--- config.mk ---
export PLATFORM = sky130hd
export DESIGN_NAME = fcd_decoder
export DESIGN_NICKNAME = d
export VERILOG_FILES = /design/src/logic/fcd_pkg.sv /design/src/logic/fcd_classify.sv /design/src/logic/fcd_decoder.sv
export SDC_FILE = /design/constraint.sdc
export NUM_CORES = 1
export LEC_CHECK = 0
export BUFFER_PORTS_ARGS = -buffer_cell sky130_fd_sc_hd__buf_2
export CAP_MARGIN = 20
export CORE_ASPECT_RATIO = 1.4
export CORE_MARGIN = 5
export CORE_UTILIZATION = 47
export CTS_BUF_LIST = sky130_fd_sc_hd__clkbuf_8
export DETAILED_ROUTE_END_ITERATION = 16
export GPL_ROUTABILITY_DRIVEN = 0
export HOLD_SLACK_MARGIN = 0.03
export PLACE_DENSITY = 0.91
export SYNTH_ARGS = -nofsm -noshare
export SYNTH_HDL_FRONTEND = slang
export SYNTH_HIERARCHICAL = 1
export SYNTH_SLANG_ARGS = --single-unit
--- constraint.sdc ---
create_clock -name sys_clk -period 0.8 [get_ports sys_clk]
set_input_delay 0.04 -clock sys_clk [delete_from_list [all_inputs] [get_ports sys_clk]]
set_output_delay 0.04 -clock sys_clk [all_outputs]
set_load 0.02 [all_outputs]
--- src/logic/fcd_pkg.sv ---
`default_nettype none
package fcd_pkg;
    // instruction encodings of the 8-bit core (16-bit words)
    localparam logic [15:0] OP_NOP        = 16'h0000;
    localparam logic [15:0] OP_SET_OVF    = 16'h9438;
    localparam logic [15:0] OP_CLR_OVF    = 16'h94b8;
    localparam logic [15:0] OP_SET_XFER   = 16'h9468;
    localparam logic [15:0] OP_CLR_XFER   = 16'h94e8;
    localparam logic [15:0] OP_SET_HALF   = 16'h9458;
    localparam logic [15:0] OP_CLR_HALF   = 16'h94d8;
    localparam logic [15:0] OP_SLEEP      = 16'h9588;
    localparam logic [15:0] OP_BREAK      = 16'h9598;
    localparam logic [15:0] OP_WDOG       = 16'h95a8;
    // status register bit positions
    localparam int unsigned BIT_HALF = 5;
    localparam int unsigned BIT_XFER = 6;
    localparam int unsigned BIT_OVF  = 3;
    localparam logic [7:0]  STATUS_RESET = 8'h00;
    localparam int unsigned GUARD_NOPS = 8;

    typedef enum logic [3:0] {
        FCD_K_OTHER = 4'b0000,
        FCD_K_NOP   = 4'b0001,
        FCD_K_SETV  = 4'b0010,
        FCD_K_CLRV  = 4'b0011,
        FCD_K_SETT  = 4'b0100,
        FCD_K_CLRT  = 4'b0101,
        FCD_K_SETH  = 4'b0110,
        FCD_K_CLRH  = 4'b0111,
        FCD_K_SLEEP = 4'b1000,
        FCD_K_WDOG  = 4'b1001,
        FCD_K_BREAK = 4'b1010
    } fcd_kind_t;

    typedef struct packed {
        logic sleep_req;
        logic wdog_restart;
        logic break_req;
    } fcd_ctrl_t;
endpackage
`default_nettype wire

--- src/logic/fcd_classify.sv ---
`timescale 1ns/1ps
`default_nettype none
module fcd_classify
    import fcd_pkg::*;
(
    // instruction word
    input  wire logic [15:0] insn,
    // decoded kind
    output fcd_kind_t        kind
);
    always_comb begin
        unique case (insn)
            OP_NOP:      kind = FCD_K_NOP;
            OP_SET_OVF:  kind = FCD_K_SETV;
            OP_CLR_OVF:  kind = FCD_K_CLRV;
            OP_SET_XFER: kind = FCD_K_SETT;
            OP_CLR_XFER: kind = FCD_K_CLRT;
            OP_SET_HALF: kind = FCD_K_SETH;
            OP_CLR_HALF: kind = FCD_K_CLRH;
            OP_SLEEP:    kind = FCD_K_SLEEP;
            OP_WDOG:     kind = FCD_K_WDOG;
            OP_BREAK:    kind = FCD_K_BREAK;
            default:     kind = FCD_K_OTHER;
        endcase
    end
endmodule // fcd_classify
`default_nettype wire

--- src/logic/fcd_decoder.sv ---
`timescale 1ns/1ps
`default_nettype none
module fcd_decoder
    import fcd_pkg::*;
(
    // clock and reset
    input  wire logic       sys_clk,
    input  wire logic       rst_b,
    input  wire logic       clk_en,
    // instruction issue
    input  wire logic       insn_valid,
    input  wire logic [15:0] insn,
    input  wire logic       debug_enable,
    // status register from core datapath
    input  wire logic       status_wr,
    input  wire logic [7:0] status_wdata,
    // results
    output logic [7:0]      status_register,
    output fcd_ctrl_t       ctrl,
    output logic            insn_done,
    output logic            insn_handled
);
    fcd_kind_t kind;
    logic      is_ours;

    fcd_classify u_classify (
        .insn (insn),
        .kind (kind)
    );

    assign is_ours = insn_valid && (kind != FCD_K_OTHER);

    // flag updates: each touches only its own bit
    always_ff @(posedge sys_clk or negedge rst_b) begin
        if (!rst_b) begin
            status_register <= STATUS_RESET;
        end else if (clk_en) begin
            if (insn_valid) begin
                unique case (kind)
                    FCD_K_SETV: status_register[BIT_OVF]  <= 1'b1;
                    FCD_K_CLRV: status_register[BIT_OVF]  <= 1'b0;
                    FCD_K_SETH: status_register[BIT_HALF] <= 1'b1;
                    FCD_K_CLRH: status_register[BIT_HALF] <= 1'b0;
                    FCD_K_SETT: status_register[BIT_XFER] <= 1'b1;
                    FCD_K_CLRT: status_register[BIT_XFER] <= 1'b0;
                    FCD_K_OTHER: begin
                        if (status_wr) begin
                            status_register <= status_wdata;
                        end
                    end
                    default: ; // nop, sleep, watchdog, break keep flags
                endcase
            end else if (status_wr) begin
                status_register <= status_wdata;
            end
        end
    end

    // control pulses, one cycle each
    always_ff @(posedge sys_clk or negedge rst_b) begin
        if (!rst_b) begin
            ctrl <= '0;
        end else if (clk_en) begin
            ctrl.sleep_req    <= insn_valid && kind == FCD_K_SLEEP;
            ctrl.wdog_restart <= insn_valid && kind == FCD_K_WDOG;
            ctrl.break_req    <= insn_valid && kind == FCD_K_BREAK && debug_enable;
        end
    end

    // completion: every handled op except break with debug_enable low finishes in one cycle; nop is pure (no state)
    always_ff @(posedge sys_clk or negedge rst_b) begin
        if (!rst_b) begin
            insn_done    <= 1'b0;
            insn_handled <= 1'b0;
        end else if (clk_en) begin
            insn_done    <= is_ours && (kind != FCD_K_BREAK || debug_enable);
            insn_handled <= is_ours;
        end
    end

    property p_setv;
        @(posedge sys_clk) disable iff (!rst_b)
        clk_en && insn_valid && kind == FCD_K_SETV |=> status_register[BIT_OVF]
            && status_register[7:4] == $past(status_register[7:4])
            && status_register[2:0] == $past(status_register[2:0]);
    endproperty
    a_setv: assert property (p_setv) else $error("set overflow wrong");

    property p_clrv;
        @(posedge sys_clk) disable iff (!rst_b)
        clk_en && insn_valid && kind == FCD_K_CLRV |=> !status_register[BIT_OVF]
            && status_register[7:4] == $past(status_register[7:4])
            && status_register[2:0] == $past(status_register[2:0]);
    endproperty
    a_clrv: assert property (p_clrv) else $error("clear overflow wrong");

    property p_seth;
        @(posedge sys_clk) disable iff (!rst_b)
        clk_en && insn_valid && kind == FCD_K_SETH |=> status_register[BIT_HALF]
            && status_register[4:0] == $past(status_register[4:0]);
    endproperty
    a_seth: assert property (p_seth) else $error("set half carry wrong");

    property p_clrh;
        @(posedge sys_clk) disable iff (!rst_b)
        clk_en && insn_valid && kind == FCD_K_CLRH |=> !status_register[BIT_HALF]
            && status_register[7:6] == $past(status_register[7:6])
            && status_register[4:0] == $past(status_register[4:0]);
    endproperty
    a_clrh: assert property (p_clrh) else $error("clear half carry wrong");

    property p_sleep;
        @(posedge sys_clk) disable iff (!rst_b)
        clk_en && insn_valid && kind == FCD_K_SLEEP && !status_wr |=>
            ctrl.sleep_req && insn_done && $stable(status_register);
    endproperty
    a_sleep: assert property (p_sleep) else $error("sleep wrong");

    property p_wdog;
        @(posedge sys_clk) disable iff (!rst_b)
        clk_en && insn_valid && kind == FCD_K_WDOG ##1 clk_en && !(insn_valid && kind == FCD_K_WDOG)
            |-> ctrl.wdog_restart ##1 !ctrl.wdog_restart;
    endproperty
    a_wdog: assert property (p_wdog) else $error("watchdog pulse wrong");

    property p_break;
        @(posedge sys_clk) disable iff (!rst_b)
        $past(clk_en) && ctrl.break_req |-> $past(debug_enable) && $past(insn_valid)
            && $past(kind) == FCD_K_BREAK;
    endproperty
    a_break: assert property (p_break) else $error("break without debug");

    property p_nop;
        @(posedge sys_clk) disable iff (!rst_b)
        clk_en && insn_valid && kind == FCD_K_NOP && !status_wr |=>
            insn_done && ctrl == '0 && $stable(status_register);
    endproperty
    a_nop: assert property (p_nop) else $error("nop changed state");

    property p_sett;
        @(posedge sys_clk) disable iff (!rst_b)
        clk_en && insn_valid && kind == FCD_K_SETT |=> status_register[BIT_XFER]
            && status_register[5:0] == $past(status_register[5:0]);
    endproperty
    a_sett: assert property (p_sett) else $error("set transfer wrong");

    property p_clrt;
        @(posedge sys_clk) disable iff (!rst_b)
        clk_en && insn_valid && kind == FCD_K_CLRT |=> !status_register[BIT_XFER]
            && status_register[7] == $past(status_register[7])
            && status_register[5:0] == $past(status_register[5:0]);
    endproperty
    a_clrt: assert property (p_clrt) else $error("clear transfer wrong");

    property p_flag_done;
        @(posedge sys_clk) disable iff (!rst_b)
        clk_en && insn_valid && kind inside {FCD_K_SETV, FCD_K_CLRV, FCD_K_SETT,
            FCD_K_CLRT, FCD_K_SETH, FCD_K_CLRH} |=> insn_done && insn_handled && ctrl == '0;
    endproperty
    a_flag_done: assert property (p_flag_done) else $error("flag op not done");

    property p_sleep_pulse;
        @(posedge sys_clk) disable iff (!rst_b)
        clk_en && insn_valid && kind == FCD_K_SLEEP ##1 clk_en && !(insn_valid && kind == FCD_K_SLEEP)
            |-> ctrl.sleep_req ##1 !ctrl.sleep_req;
    endproperty
    a_sleep_pulse: assert property (p_sleep_pulse) else $error("sleep pulse wrong");

    property p_wdog_flags;
        @(posedge sys_clk) disable iff (!rst_b)
        clk_en && insn_valid && kind == FCD_K_WDOG |=>
            insn_done && $stable(status_register);
    endproperty
    a_wdog_flags: assert property (p_wdog_flags) else $error("watchdog changed flags");

    property p_break_flags;
        @(posedge sys_clk) disable iff (!rst_b)
        clk_en && insn_valid && kind == FCD_K_BREAK |=>
            insn_handled && $stable(status_register);
    endproperty
    a_break_flags: assert property (p_break_flags) else $error("break changed flags");

    property p_break_off;
        @(posedge sys_clk) disable iff (!rst_b)
        clk_en && insn_valid && kind == FCD_K_BREAK && !debug_enable |=>
            !ctrl.break_req && !insn_done;
    endproperty
    a_break_off: assert property (p_break_off) else $error("break acted without debug");

    property p_handled;
        @(posedge sys_clk) disable iff (!rst_b)
        clk_en && !is_ours |=> !insn_handled && !insn_done;
    endproperty
    a_handled: assert property (p_handled) else $error("foreign insn handled");

    // datapath write lands when no op of ours competes
    property p_status_wr;
        @(posedge sys_clk) disable iff (!rst_b)
        clk_en && status_wr && !is_ours |=> status_register == $past(status_wdata);
    endproperty
    a_status_wr: assert property (p_status_wr) else $error("datapath write lost");

    // a low clock enable freezes every output
    property p_frozen;
        @(posedge sys_clk) disable iff (!rst_b)
        !clk_en |=> $stable(status_register) && $stable(ctrl)
            && $stable(insn_done) && $stable(insn_handled);
    endproperty
    a_frozen: assert property (p_frozen) else $error("state moved while frozen");

    c_eight_nops: cover property (@(posedge sys_clk) disable iff (!rst_b)
        (clk_en && insn_valid && kind == FCD_K_NOP) [*8]);
    c_wdog: cover property (@(posedge sys_clk) disable iff (!rst_b) ctrl.wdog_restart);
    c_break: cover property (@(posedge sys_clk) disable iff (!rst_b) ctrl.break_req);
    c_sleep: cover property (@(posedge sys_clk) disable iff (!rst_b) ctrl.sleep_req);
    c_refused_break: cover property (@(posedge sys_clk) disable iff (!rst_b)
        clk_en && insn_valid && kind == FCD_K_BREAK && !debug_enable);
endmodule // fcd_decoder
`default_nettype wire

==> results of run 1 <==
-- cell families (layout without fill, tap and decap cells) --
group	Yosys count	count (layout)	share of synthesized area
mux	7	7	0.110
xor+xnor	2	2	0.0200
flops	13	13	0.372
simple gates	33	33	0.222
compound gates	23	23	0.202
buf+inv	11	74	0.0744
-- through the flow --
| stage | power [uW] | TNS, ns | area, sq um | utilization | setup WS [ns] |
|---|---|---|---|---|---|
| after global placement | 1180 | -11.29 | 1220 | 0.686 | -0.940 |
| after detailed placement | 1200 | -12.07 | 1220 | 0.686 | -1.02 |
| after CTS | 1900 | -8.35 | 1550 | 0.871 | -0.685 |
| after global routing | 2000 | -10.95 | 1610 | 0.902 | -0.884 |
| final | 1920 | -9.87 | 1610 | 0.902 | -0.835 |
| after floorplan | 984 | -10.18 | 915 | - | -0.964 |
-- layout by cell type (no fill, tap or decap), drive strengths merged --
cell type / Yosys / layout
a2111oi: 1 / 1
a21oi: 2 / 2
a31o: 1 / 1
a31oi: 4 / 4
a41oi: 2 / 2
and3: 1 / 1
and3b: 1 / 1
and4: 2 / 2
buf: 4 / 63
clkbuf: 1 / 3
dfrtp: 13 / 13
dlygate4sd3: 0 / 1
inv: 6 / 7
mux2: 6 / 6
mux2i: 1 / 1
nand2: 9 / 9
nand2b: 2 / 2
nand3: 3 / 3
nand3b: 1 / 1
nand4: 1 / 1
nor2: 2 / 2
nor2b: 2 / 2
nor3: 2 / 2
nor4: 3 / 3
o21a: 1 / 1
o21ai: 4 / 4
o22ai: 4 / 4
o311ai: 1 / 1
o31ai: 1 / 1
o32ai: 1 / 1
o41ai: 1 / 1
or2: 1 / 1
or3: 2 / 2
or4b: 1 / 1
xor2: 2 / 2
-- final timing paths --
| check | startpoint | to | slack [ns] |
|---|---|---|---|
| min in group asynchronous | rst_b | status_register[0] | 0.22 |
| max in group asynchronous | rst_b | status_register[4] | 0.35 |
| hold reg to reg | status_register[4] | status_register[4] | 0.54 |
| setup reg to reg | status_register[7] | status_register[7] | -0.03 |
| hold / removal | status_wdata[4] | status_register[4] | 0.03 |
| setup / recovery | insn[8] | status_register[0] | -0.83 |
-- sequential cells by signal, summed over array words and instances (netlist names) --
register         count
status_register      8
insn_handled         1
insn_done            1
ctrl                 3
-- area by class of cell --
| class | instances | area [sq um] | area share |
|---|---|---|---|
| Multi-Input combinational cell | 65 | 666 | 0.415 |
| Tap cell | 20 | 25.0 | 0.0156 |
| Sequential cell | 13 | 325 | 0.203 |
| Timing Repair Buffer | 64 | 522 | 0.325 |
| Clock inverter | 1 | 3.75 | 0.00234 |
| Inverter | 6 | 22.5 | 0.0140 |
| Clock buffer | 3 | 41.3 | 0.0257 |
-- report_power, final --
group	internal, uW	total, uW	switching [uW]
registers	716	767	50.8
clock network	339	578	238
logic	315	581	266
-- layer usage --
| metal | wire [um] | GRT usage | vias to the layer above |
|---|---|---|---|
| met5 | 0 | 0 | - |
| met4 | 81 | 0.118 | 0 |
| met3 | 286 | 0.0439 | 9 |
| met2 | 1830 | 0.451 | 56 |
| met1 | 1220 | 0.259 | 514 |
| li1 | - | - | 464 |
-- what timing repair did --
item / in CTS / in global routing
pin swaps: 13 / 6
buffers inserted: 5 / 2
resized for setup: 64 / 10
hold buffers: 1 / 0
endpoints found under the setup margin: 26 / 26
endpoints found under the hold margin: 15 / 0
==> impl_metrics.env, run 1 <==
export IMPL_synth_edff_count=0
export IMPL_cts_root_buffer="sky130_fd_sc_hd__clkbuf_8"
export IMPL_dp_hpwl_um=2000
export IMPL_route_detailed_drc=0
export IMPL_reg2reg_depth=1
export IMPL_grt_pass1_wl_um=4990
export IMPL_min_delay_path_class="in2reg"
export IMPL_final_period_utilization=2.04
export IMPL_powerDensity_nw_per_um2=1200
export IMPL_worst_path_buf_inv=2
export IMPL_cts_tree="built"
export IMPL_synth_cells_most_frequent="sky130_fd_sc_hd__dfrtp_1 (13), sky130_fd_sc_hd__nand2_1 (8), sky130_fd_sc_hd__inv_1 (6), sky130_fd_sc_hd__mux2_4 (5)"
export IMPL_detail_route_vias_per_cell=6.06
export IMPL_synth_async_reset_ratio=1.00
export IMPL_design_die_area_sq_um=2840
export IMPL_syn_area_sq_um=875
export IMPL_via_count_of_the_first_global_routing_pass=1113
export IMPL_timing_final_hold_violations=0
export IMPL_leakage_uw=0.000714
export IMPL_post_synth_inst_count=89
export IMPL_worst_slew_margin_rel=0.763
export IMPL_critical_path_endpoint_type="flop"
export IMPL_finalWirelength_um=3420
export IMPL_status="complete, but fails checks"
export IMPL_synth_avg_cell_area_sq_um=9.83
export IMPL_ys_types=39
export IMPL_num_antenna_cells=0
export IMPL_placementRows=18
export IMPL_floorplan_die_height_um=61.0
export IMPL_starting_density_of_the_core=0.492
export IMPL_worst_endpoint_required_ns=0.93
export IMPL_netlist_top_cells_area="sky130_fd_sc_hd__dfrtp_1 (37%), sky130_fd_sc_hd__mux2_4 (8.6%), sky130_fd_sc_hd__buf_6 (3.9%)"
export IMPL_timing_hold_ws_ns=0.0266
export IMPL_worstPathArrival_ns=1.76
export IMPL_synth_largest_area_cell="sky130_fd_sc_hd__dfrtp_1"
export IMPL_maxSlewViolCount=0
export IMPL_port_buffers=42
export IMPL_max_cap_violations=0
export IMPL_critPathSlowestCell="sky130_fd_sc_hd__o41ai_4"
export IMPL_worst_setup_hold_path_clk_slew_ns=0.05
export IMPL_drtAntennaViolNets=0
export IMPL_yosysWarnings=6
export IMPL_holdPathStages=2
export IMPL_tritoncts_num_sinks=13
export IMPL_synth_fp_nets=119
export IMPL_wirelength_per_cell_um=19.9
export IMPL_timing_critical_path_cells="buf_4 > inv_1 > a21oi_2 > nand2_1 > and4_4 > o41ai_4 > and3_4 > mux2_4"
export IMPL_failed_checks="negative setup slack"
export IMPL_vdd_ir_drop_worst_uv=763
export IMPL_antenna_found_initial=0
export IMPL_unrepaired_setup_endpoints_after_global_routing="yes"
export IMPL_setup_slack_ns=-0.835
export IMPL_grt_max_degree=14
export IMPL_drive_above_1_share=0.671
export IMPL_core_area_sq_um=1780
export IMPL_ys_dominant_reg_cell="sky130_fd_sc_hd__dfrtp_1"
export IMPL_setup_worst_path_start_class="input port"
export IMPL_timing_clock_skew_ns=0
export IMPL_count_of_routing_violations_after_the_opening_detailed_route_iteration=19
export IMPL_fmaxAchievable_ghz=0.612
export IMPL_synth_most_common_cell="sky130_fd_sc_hd__dfrtp_1"
export IMPL_timing_final_setup_violations=26
export IMPL_layout_nets=183
export IMPL_sequential_share_of_the_synthesized_area=0.372
export IMPL_insertion_delay_ns=0.24
export IMPL_floorplan_die_width_um=46.5
export IMPL_design_portCount=43
export IMPL_drtPass1Iterations=4
export IMPL_num_vias=1043
export IMPL_worstSetupPathDepth=8
export IMPL_dp_cells=162
export IMPL_tritoncts_num_buffers=3
export IMPL_filler_cell_count=67
export IMPL_period_minus_slack_ns=1.63
export IMPL_cts_path_max_buffers=2
export IMPL_grt_use_total=0.245
export IMPL_path_class="in2reg"
export IMPL_timing_critical_path_max_delay_family="simple AND/OR/NAND/NOR gates"
export IMPL_netlist_area_leader_share=0.372
export IMPL_area_growth_pct=83.5
export IMPL_timing_critical_path_slowest_cell_delay_ns=0.42
export IMPL_worst_slew_pin_slew_ns=0.355
export IMPL_synth_ff_latch_count=13
export IMPL_crit_path_max_fanout=6
export IMPL_htreeDepth=1
export IMPL_grt_overflow=0
export IMPL_layout_cells_non_filler=172
No activity file was read; power rests on OpenSTA's default activity.
==> run 2, diff against run 1 <==
--- a/config.mk
+++ b/config.mk
@@ -9,12 +9,12 @@
 export CAP_MARGIN = 20
 export CORE_ASPECT_RATIO = 1.4
 export CORE_MARGIN = 5
-export CORE_UTILIZATION = 47
+export CORE_UTILIZATION = 30
 export CTS_BUF_LIST = sky130_fd_sc_hd__clkbuf_8
 export DETAILED_ROUTE_END_ITERATION = 16
 export GPL_ROUTABILITY_DRIVEN = 0
 export HOLD_SLACK_MARGIN = 0.03
-export PLACE_DENSITY = 0.91
+export PLACE_DENSITY = 0.65
 export SYNTH_ARGS = -nofsm -noshare
 export SYNTH_HDL_FRONTEND = slang
 export SYNTH_HIERARCHICAL = 1
==> impl_metrics.env, run 2 (same netlist as run 1, synthesis figures left out) <==
export IMPL_status="complete, but fails checks"
export IMPL_failed_checks="negative setup slack"
export IMPL_cts_hold_repair_buffers=2
export IMPL_regToRegStartpoint="status_register[0]"
export IMPL_met3_length_um=190
export IMPL_drtPass1Iterations=2
export IMPL_timing_final_hold_violations=0
export IMPL_final_period_utilization=1.92
export IMPL_fin_setup_tns_ns=-9.00
export IMPL_largest_register="status_register"
export IMPL_area_growth_pct=88.1
export IMPL_grt_max_degree=14
export IMPL_crit_path_max_fanout=5
export IMPL_worst_slew_margin_rel=0.792
export IMPL_num_vias=967
export IMPL_tritoncts_num_sinks=13
export IMPL_route_top_layer_used="met4"
export IMPL_vdd_ir_drop_worst_uv=733
export IMPL_hold_start="status_wdata[1]"
export IMPL_reg2reg_depth=1
export IMPL_powerDensity_nw_per_um2=1170
export IMPL_min_delay_path_class="in2reg"
export IMPL_detail_route_vias_per_cell=5.09
export IMPL_timing_final_setup_violations=26
export IMPL_core_area_sq_um=2850
export IMPL_htreeDepth=1
export IMPL_drive_above_1_share=0.673
export IMPL_route_detailed_drc=0
export IMPL_period_minus_slack_ns=1.54
export IMPL_cts_path_max_buffers=2
export IMPL_layout_nets=184
export IMPL_worstPathArrival_ns=1.67
export IMPL_maxSlewViolCount=0
export IMPL_holdPathEnd="status_register[1]"
export IMPL_detail_route_met2_wl_um=1510
export IMPL_finalWirelength_um=2730
export IMPL_largest_registers="status_register: 8 flops, ctrl: 3 flops"
export IMPL_setup_slack_ns=-0.740
export IMPL_floorplan_die_width_um=55.6
export IMPL_unrepaired_setup_endpoints_after_global_routing="yes"
export IMPL_critical_path_endpoint_type="flop"
export IMPL_design_die_area_sq_um=4110
export IMPL_wirelength_per_cell_um=14.3
export IMPL_multiInputGateArea_sq_um=691
export IMPL_layout_cells_most_common="sky130_fd_sc_hd__buf_2"
export IMPL_largest_reg_flops=8
export IMPL_floorplan_die_height_um=73.9
export IMPL_port_buffers=42
export IMPL_design_portCount=43
export IMPL_final_cell_area_sq_um=1650
export IMPL_leakage_uw=0.000728
export IMPL_ff2ff_setup_slack_ns=0.01
export IMPL_max_cap_violations=0
export IMPL_worst_slew_pin_slew_ns=0.311
export IMPL_placementRows=23
export IMPL_count_of_routing_violations_after_the_opening_detailed_route_iteration=11
export IMPL_path_class="in2reg"
export IMPL_cts_tree="built"
export IMPL_post_place_ws_ns=-1.15
export IMPL_worst_endpoint_required_ns=0.93
export IMPL_grt_overflow=0
export IMPL_grt_use_total=0.133
export IMPL_placedInstanceArea_sq_um=1230
export IMPL_insertion_delay_ns=0.24
export IMPL_mostFrequentLayoutCells="sky130_fd_sc_hd__buf_2 (24), sky130_fd_sc_hd__buf_6 (20), sky130_fd_sc_hd__buf_4 (18)"
export IMPL_fmaxAchievable_ghz=0.649
export IMPL_dp_hpwl_um=1930
export IMPL_num_antenna_cells=0
export IMPL_regToRegEndpoint="status_register[0]"
export IMPL_m1WireLength_um=964
export IMPL_timing_clock_skew_ns=0
export IMPL_cts_root_buffer="sky130_fd_sc_hd__clkbuf_8"
export IMPL_via_count_of_the_first_global_routing_pass=983
export IMPL_worst_setup_hold_path_clk_slew_ns=0.05
export IMPL_starting_density_of_the_core=0.307
export IMPL_filler_cell_count=239
export IMPL_post_route_util=0.578
export IMPL_holdPathStages=2
export IMPL_drtAntennaViolNets=0
export IMPL_antenna_found_initial=0
export IMPL_storage_element_area_sq_um=325
export IMPL_setup_worst_path_start_class="input port"
export IMPL_tritoncts_num_buffers=3
export IMPL_grt_pass1_wl_um=4410
## run 2: changes by cell type in the layout (fill, tap and decap cells not counted), sizes merged
cell / before / now
dlygate4sd3: 1 / 2
## run 2: final cells by class
class	count	area share
timing repair buffer	65	0.313
tap	37	0.0281
clock inverter	1	0.00228
sequential	13	0.198
inverter	6	0.0137
clock buffer	3	0.0251
multi-input combinational	65	0.420
## run 2: per-stage QoR
stage               instances  hold WS [ns]  total power (uW)
floorplan                  89        -0.256               984
global placement          178       -0.0665              1180
detailed placement        178       -0.0585              1190
CTS                       186        0.0260              1880
global route              190        0.0272              2010
finish                    190        0.0283              1920
## run 2: report_power, final
group / switching (uW) / leakage (uW) / internal, uW
Sequential: 48.3 / 0.000162 / 716
Combinational: 258 / 0.000540 / 319
Clock: 237 / 0.0000269 / 339
## run 2: worst max-delay path: stages
cell and delay, ns:
sky130_fd_sc_hd__buf_8 0.10, sky130_fd_sc_hd__xor2_2 0.17, sky130_fd_sc_hd__a21oi_2 0.16, sky130_fd_sc_hd__o21ai_2 0.08
sky130_fd_sc_hd__a31o_4 0.23, sky130_fd_sc_hd__o41ai_4 0.27, sky130_fd_sc_hd__and3_4 0.31, sky130_fd_sc_hd__mux2_4 0.31
## run 2: layer usage
metal / up-vias / track usage
li1: 462 / -
met1: 457 / 0.136
met2: 41 / 0.253
met3: 7 / 0.0316
met4: 0 / 0.0649
met5: - / 0
## run 2: worst max path at each step
stage | from | end | cells after the start
after floorplan | insn[5] | status_register[0] | 10
after global placement | insn[5] | status_register[1] | 8
after detailed placement | insn[5] | status_register[0] | 8
after CTS | insn[4] | status_register[0] | 8
after global routing | insn[4] | status_register[1] | 8
final | insn[4] | status_register[0] | 8
## run 2: repair_timing
| item | CTS | global route |
|---|---|---|
| buffers inserted | 2 | 4 |
| endpoints found under the setup margin | 26 | 26 |
| endpoints found under the hold margin | 17 | 1 |
| pin swaps | 3 | 12 |
| resized for setup | 46 | 25 |
==> run 3, diff against run 2 <==
--- a/config.mk
+++ b/config.mk
@@ -9,12 +9,12 @@
 export CAP_MARGIN = 20
 export CORE_ASPECT_RATIO = 1.4
 export CORE_MARGIN = 5
-export CORE_UTILIZATION = 30
+export CORE_UTILIZATION = 47
 export CTS_BUF_LIST = sky130_fd_sc_hd__clkbuf_8
 export DETAILED_ROUTE_END_ITERATION = 16
 export GPL_ROUTABILITY_DRIVEN = 0
 export HOLD_SLACK_MARGIN = 0.03
-export PLACE_DENSITY = 0.65
+export PLACE_DENSITY = 0.86
 export SYNTH_ARGS = -nofsm -noshare
 export SYNTH_HDL_FRONTEND = slang
 export SYNTH_HIERARCHICAL = 1
==> impl_metrics.env, run 3 (same netlist as run 1, synthesis figures left out) <==
export IMPL_largest_register="status_register"
export IMPL_finalWirelength_um=4090
export IMPL_area_growth_pct=88.7
export IMPL_floorplan_die_width_um=46.5
export IMPL_unrepaired_setup_endpoints_after_global_routing="yes"
export IMPL_grt_use_total=0.243
export IMPL_worstPathArrival_ns=1.80
export IMPL_count_of_routing_violations_after_the_opening_detailed_route_iteration=52
export IMPL_timing_clock_skew_ns=0
export IMPL_placementRows=18
export IMPL_critical_path_endpoint_type="flop"
export IMPL_drtPass1Iterations=4
export IMPL_core_area_sq_um=1780
export IMPL_largest_reg_flops=8
export IMPL_cts_root_buffer="sky130_fd_sc_hd__clkbuf_8"
export IMPL_setup_slack_ns=-0.905
export IMPL_detail_route_vias_per_cell=6.41
export IMPL_critPathSlowestCell="sky130_fd_sc_hd__nor3_1"
export IMPL_final_period_utilization=2.13
export IMPL_post_place_ws_ns=-1.10
export IMPL_setup_worst_path_start_class="input port"
export IMPL_design_die_area_sq_um=2840
export IMPL_status="complete, but fails checks"
export IMPL_wirelength_per_cell_um=23.6
export IMPL_grt_overflow=0
export IMPL_final_cell_area_sq_um=1650
export IMPL_layout_nets=184
export IMPL_via_count_of_the_first_global_routing_pass=1066
export IMPL_fmaxAchievable_ghz=0.587
export IMPL_ff2ff_setup_slack_ns=-0.12
export IMPL_floorplan_die_height_um=61.0
export IMPL_fin_total_pwr_uw=1960
export IMPL_worst_setup_hold_path_clk_slew_ns=0.05
export IMPL_tritoncts_num_sinks=13
export IMPL_layout_cells_most_common="sky130_fd_sc_hd__buf_2"
export IMPL_largest_registers="status_register: 8 flops, ctrl: 3 flops"
export IMPL_post_route_util=0.928
export IMPL_timing_critical_path_cells="buf_6 > nor4_4 > nand2_2 > nor3_1 > a31o_1 > buf_6 > nor2b_4 > o31ai_4 > a31oi_1 > a31oi_1"
export IMPL_grt_pass1_wl_um=4830
export IMPL_cts_path_max_buffers=2
export IMPL_route_detailed_drc=0
export IMPL_failed_checks="negative setup slack"
export IMPL_vdd_ir_drop_worst_uv=657
export IMPL_powerDensity_nw_per_um2=1190
export IMPL_min_delay_path_class="in2reg"
export IMPL_insertion_delay_ns=0.24
export IMPL_layout_cells_non_filler=173
export IMPL_worst_slew_pin_slew_ns=0.346
export IMPL_dp_hpwl_um=1970
export IMPL_num_vias=1109
export IMPL_crit_path_max_fanout=9
export IMPL_timing_final_setup_violations=26
export IMPL_maxSlewViolCount=0
export IMPL_timing_critical_path_slowest_cell_delay_ns=0.27
export IMPL_starting_density_of_the_core=0.492
export IMPL_worst_endpoint_required_ns=0.90
export IMPL_mostFrequentLayoutCells="sky130_fd_sc_hd__buf_2 (23), sky130_fd_sc_hd__buf_6 (22), sky130_fd_sc_hd__buf_4 (15)"
export IMPL_drive_above_1_share=0.680
export IMPL_grt_max_degree=14
export IMPL_placedInstanceArea_sq_um=1210
export IMPL_worst_slew_margin_rel=0.769
export IMPL_timing_final_hold_violations=0
export IMPL_cts_tree="built"
export IMPL_drtAntennaViolNets=0
export IMPL_tritoncts_num_buffers=3
export IMPL_num_antenna_cells=0
export IMPL_max_cap_violations=0
export IMPL_path_class="in2reg"
export IMPL_period_minus_slack_ns=1.70
export IMPL_htreeDepth=1
export IMPL_design_portCount=43
export IMPL_port_buffers=42
export IMPL_antenna_found_initial=0
export IMPL_leakage_uw=0.000718
export IMPL_dp_cells=160
==> run 3: worst max-delay path, delay by kind of cell <==
family                 cells  cell delay [ns]
AO/OA/AOI/OAI              4             0.64
buffers and inverters      2             0.28
AND/OR/NAND/NOR            4             0.85
==> run 3: through the flow <==
step | hold slack [ns] | setup TNS (ns)
final | 0.0312 | -10.24
after global routing | 0.0315 | -10.96
after CTS | 0.0336 | -9.72
after detailed placement | -0.0647 | -12.58
after global placement | -0.0722 | -12.04
after floorplan | -0.256 | -10.18
==> run 3: path summary, 6_finish.rpt <==
kind	end	depth (start not counted)	startpoint
min in group asynchronous	status_register[1]	2	rst_b
worst min-delay path	status_register[2]	2	status_wdata[2]
max in group asynchronous	status_register[6]	2	rst_b
worst max-delay path	status_register[3]	10	insn[13]
worst min register to register	status_register[2]	1	status_register[2]
worst max register to register	status_register[5]	2	status_register[5]
==> run 3: what timing repair did <==
action | 4_1_cts | 5_1_grt
pin swaps | 18 | 17
hold buffers | 1 | 0
resized for setup | 55 | 26
endpoints found under the hold margin | 13 | 0
setup endpoints to repair | 26 | 26
cloned | 0 | 0
setup buffers | 4 | 5
==> run 3: power by group <==
part           switching [uW]  leakage (uW)  internal [uW]
Sequential               55.3      0.000162            716
Clock                     241     0.0000269            339
Combinational             288      0.000529            326
Total                     584      0.000718           1380
==> run 3: cell type report <==
class                      count  area (sq um)
clock buffer                   3          41.3
multi-input combinational     65           689
timing repair buffer          65           543
inverter                       6          22.5
fill                          56           129
clock inverter                 1          3.75
sequential                    13           325
tap                           20          25.0
==> run 3: per-layer routing <==
metal,routed length (um),global-route usage,up-vias
met4,198,0.138,0
met2,2200,0.480,102
met5,0,0,-
li1,-,-,463
met3,393,0.0263,26
met1,1300,0.227,518
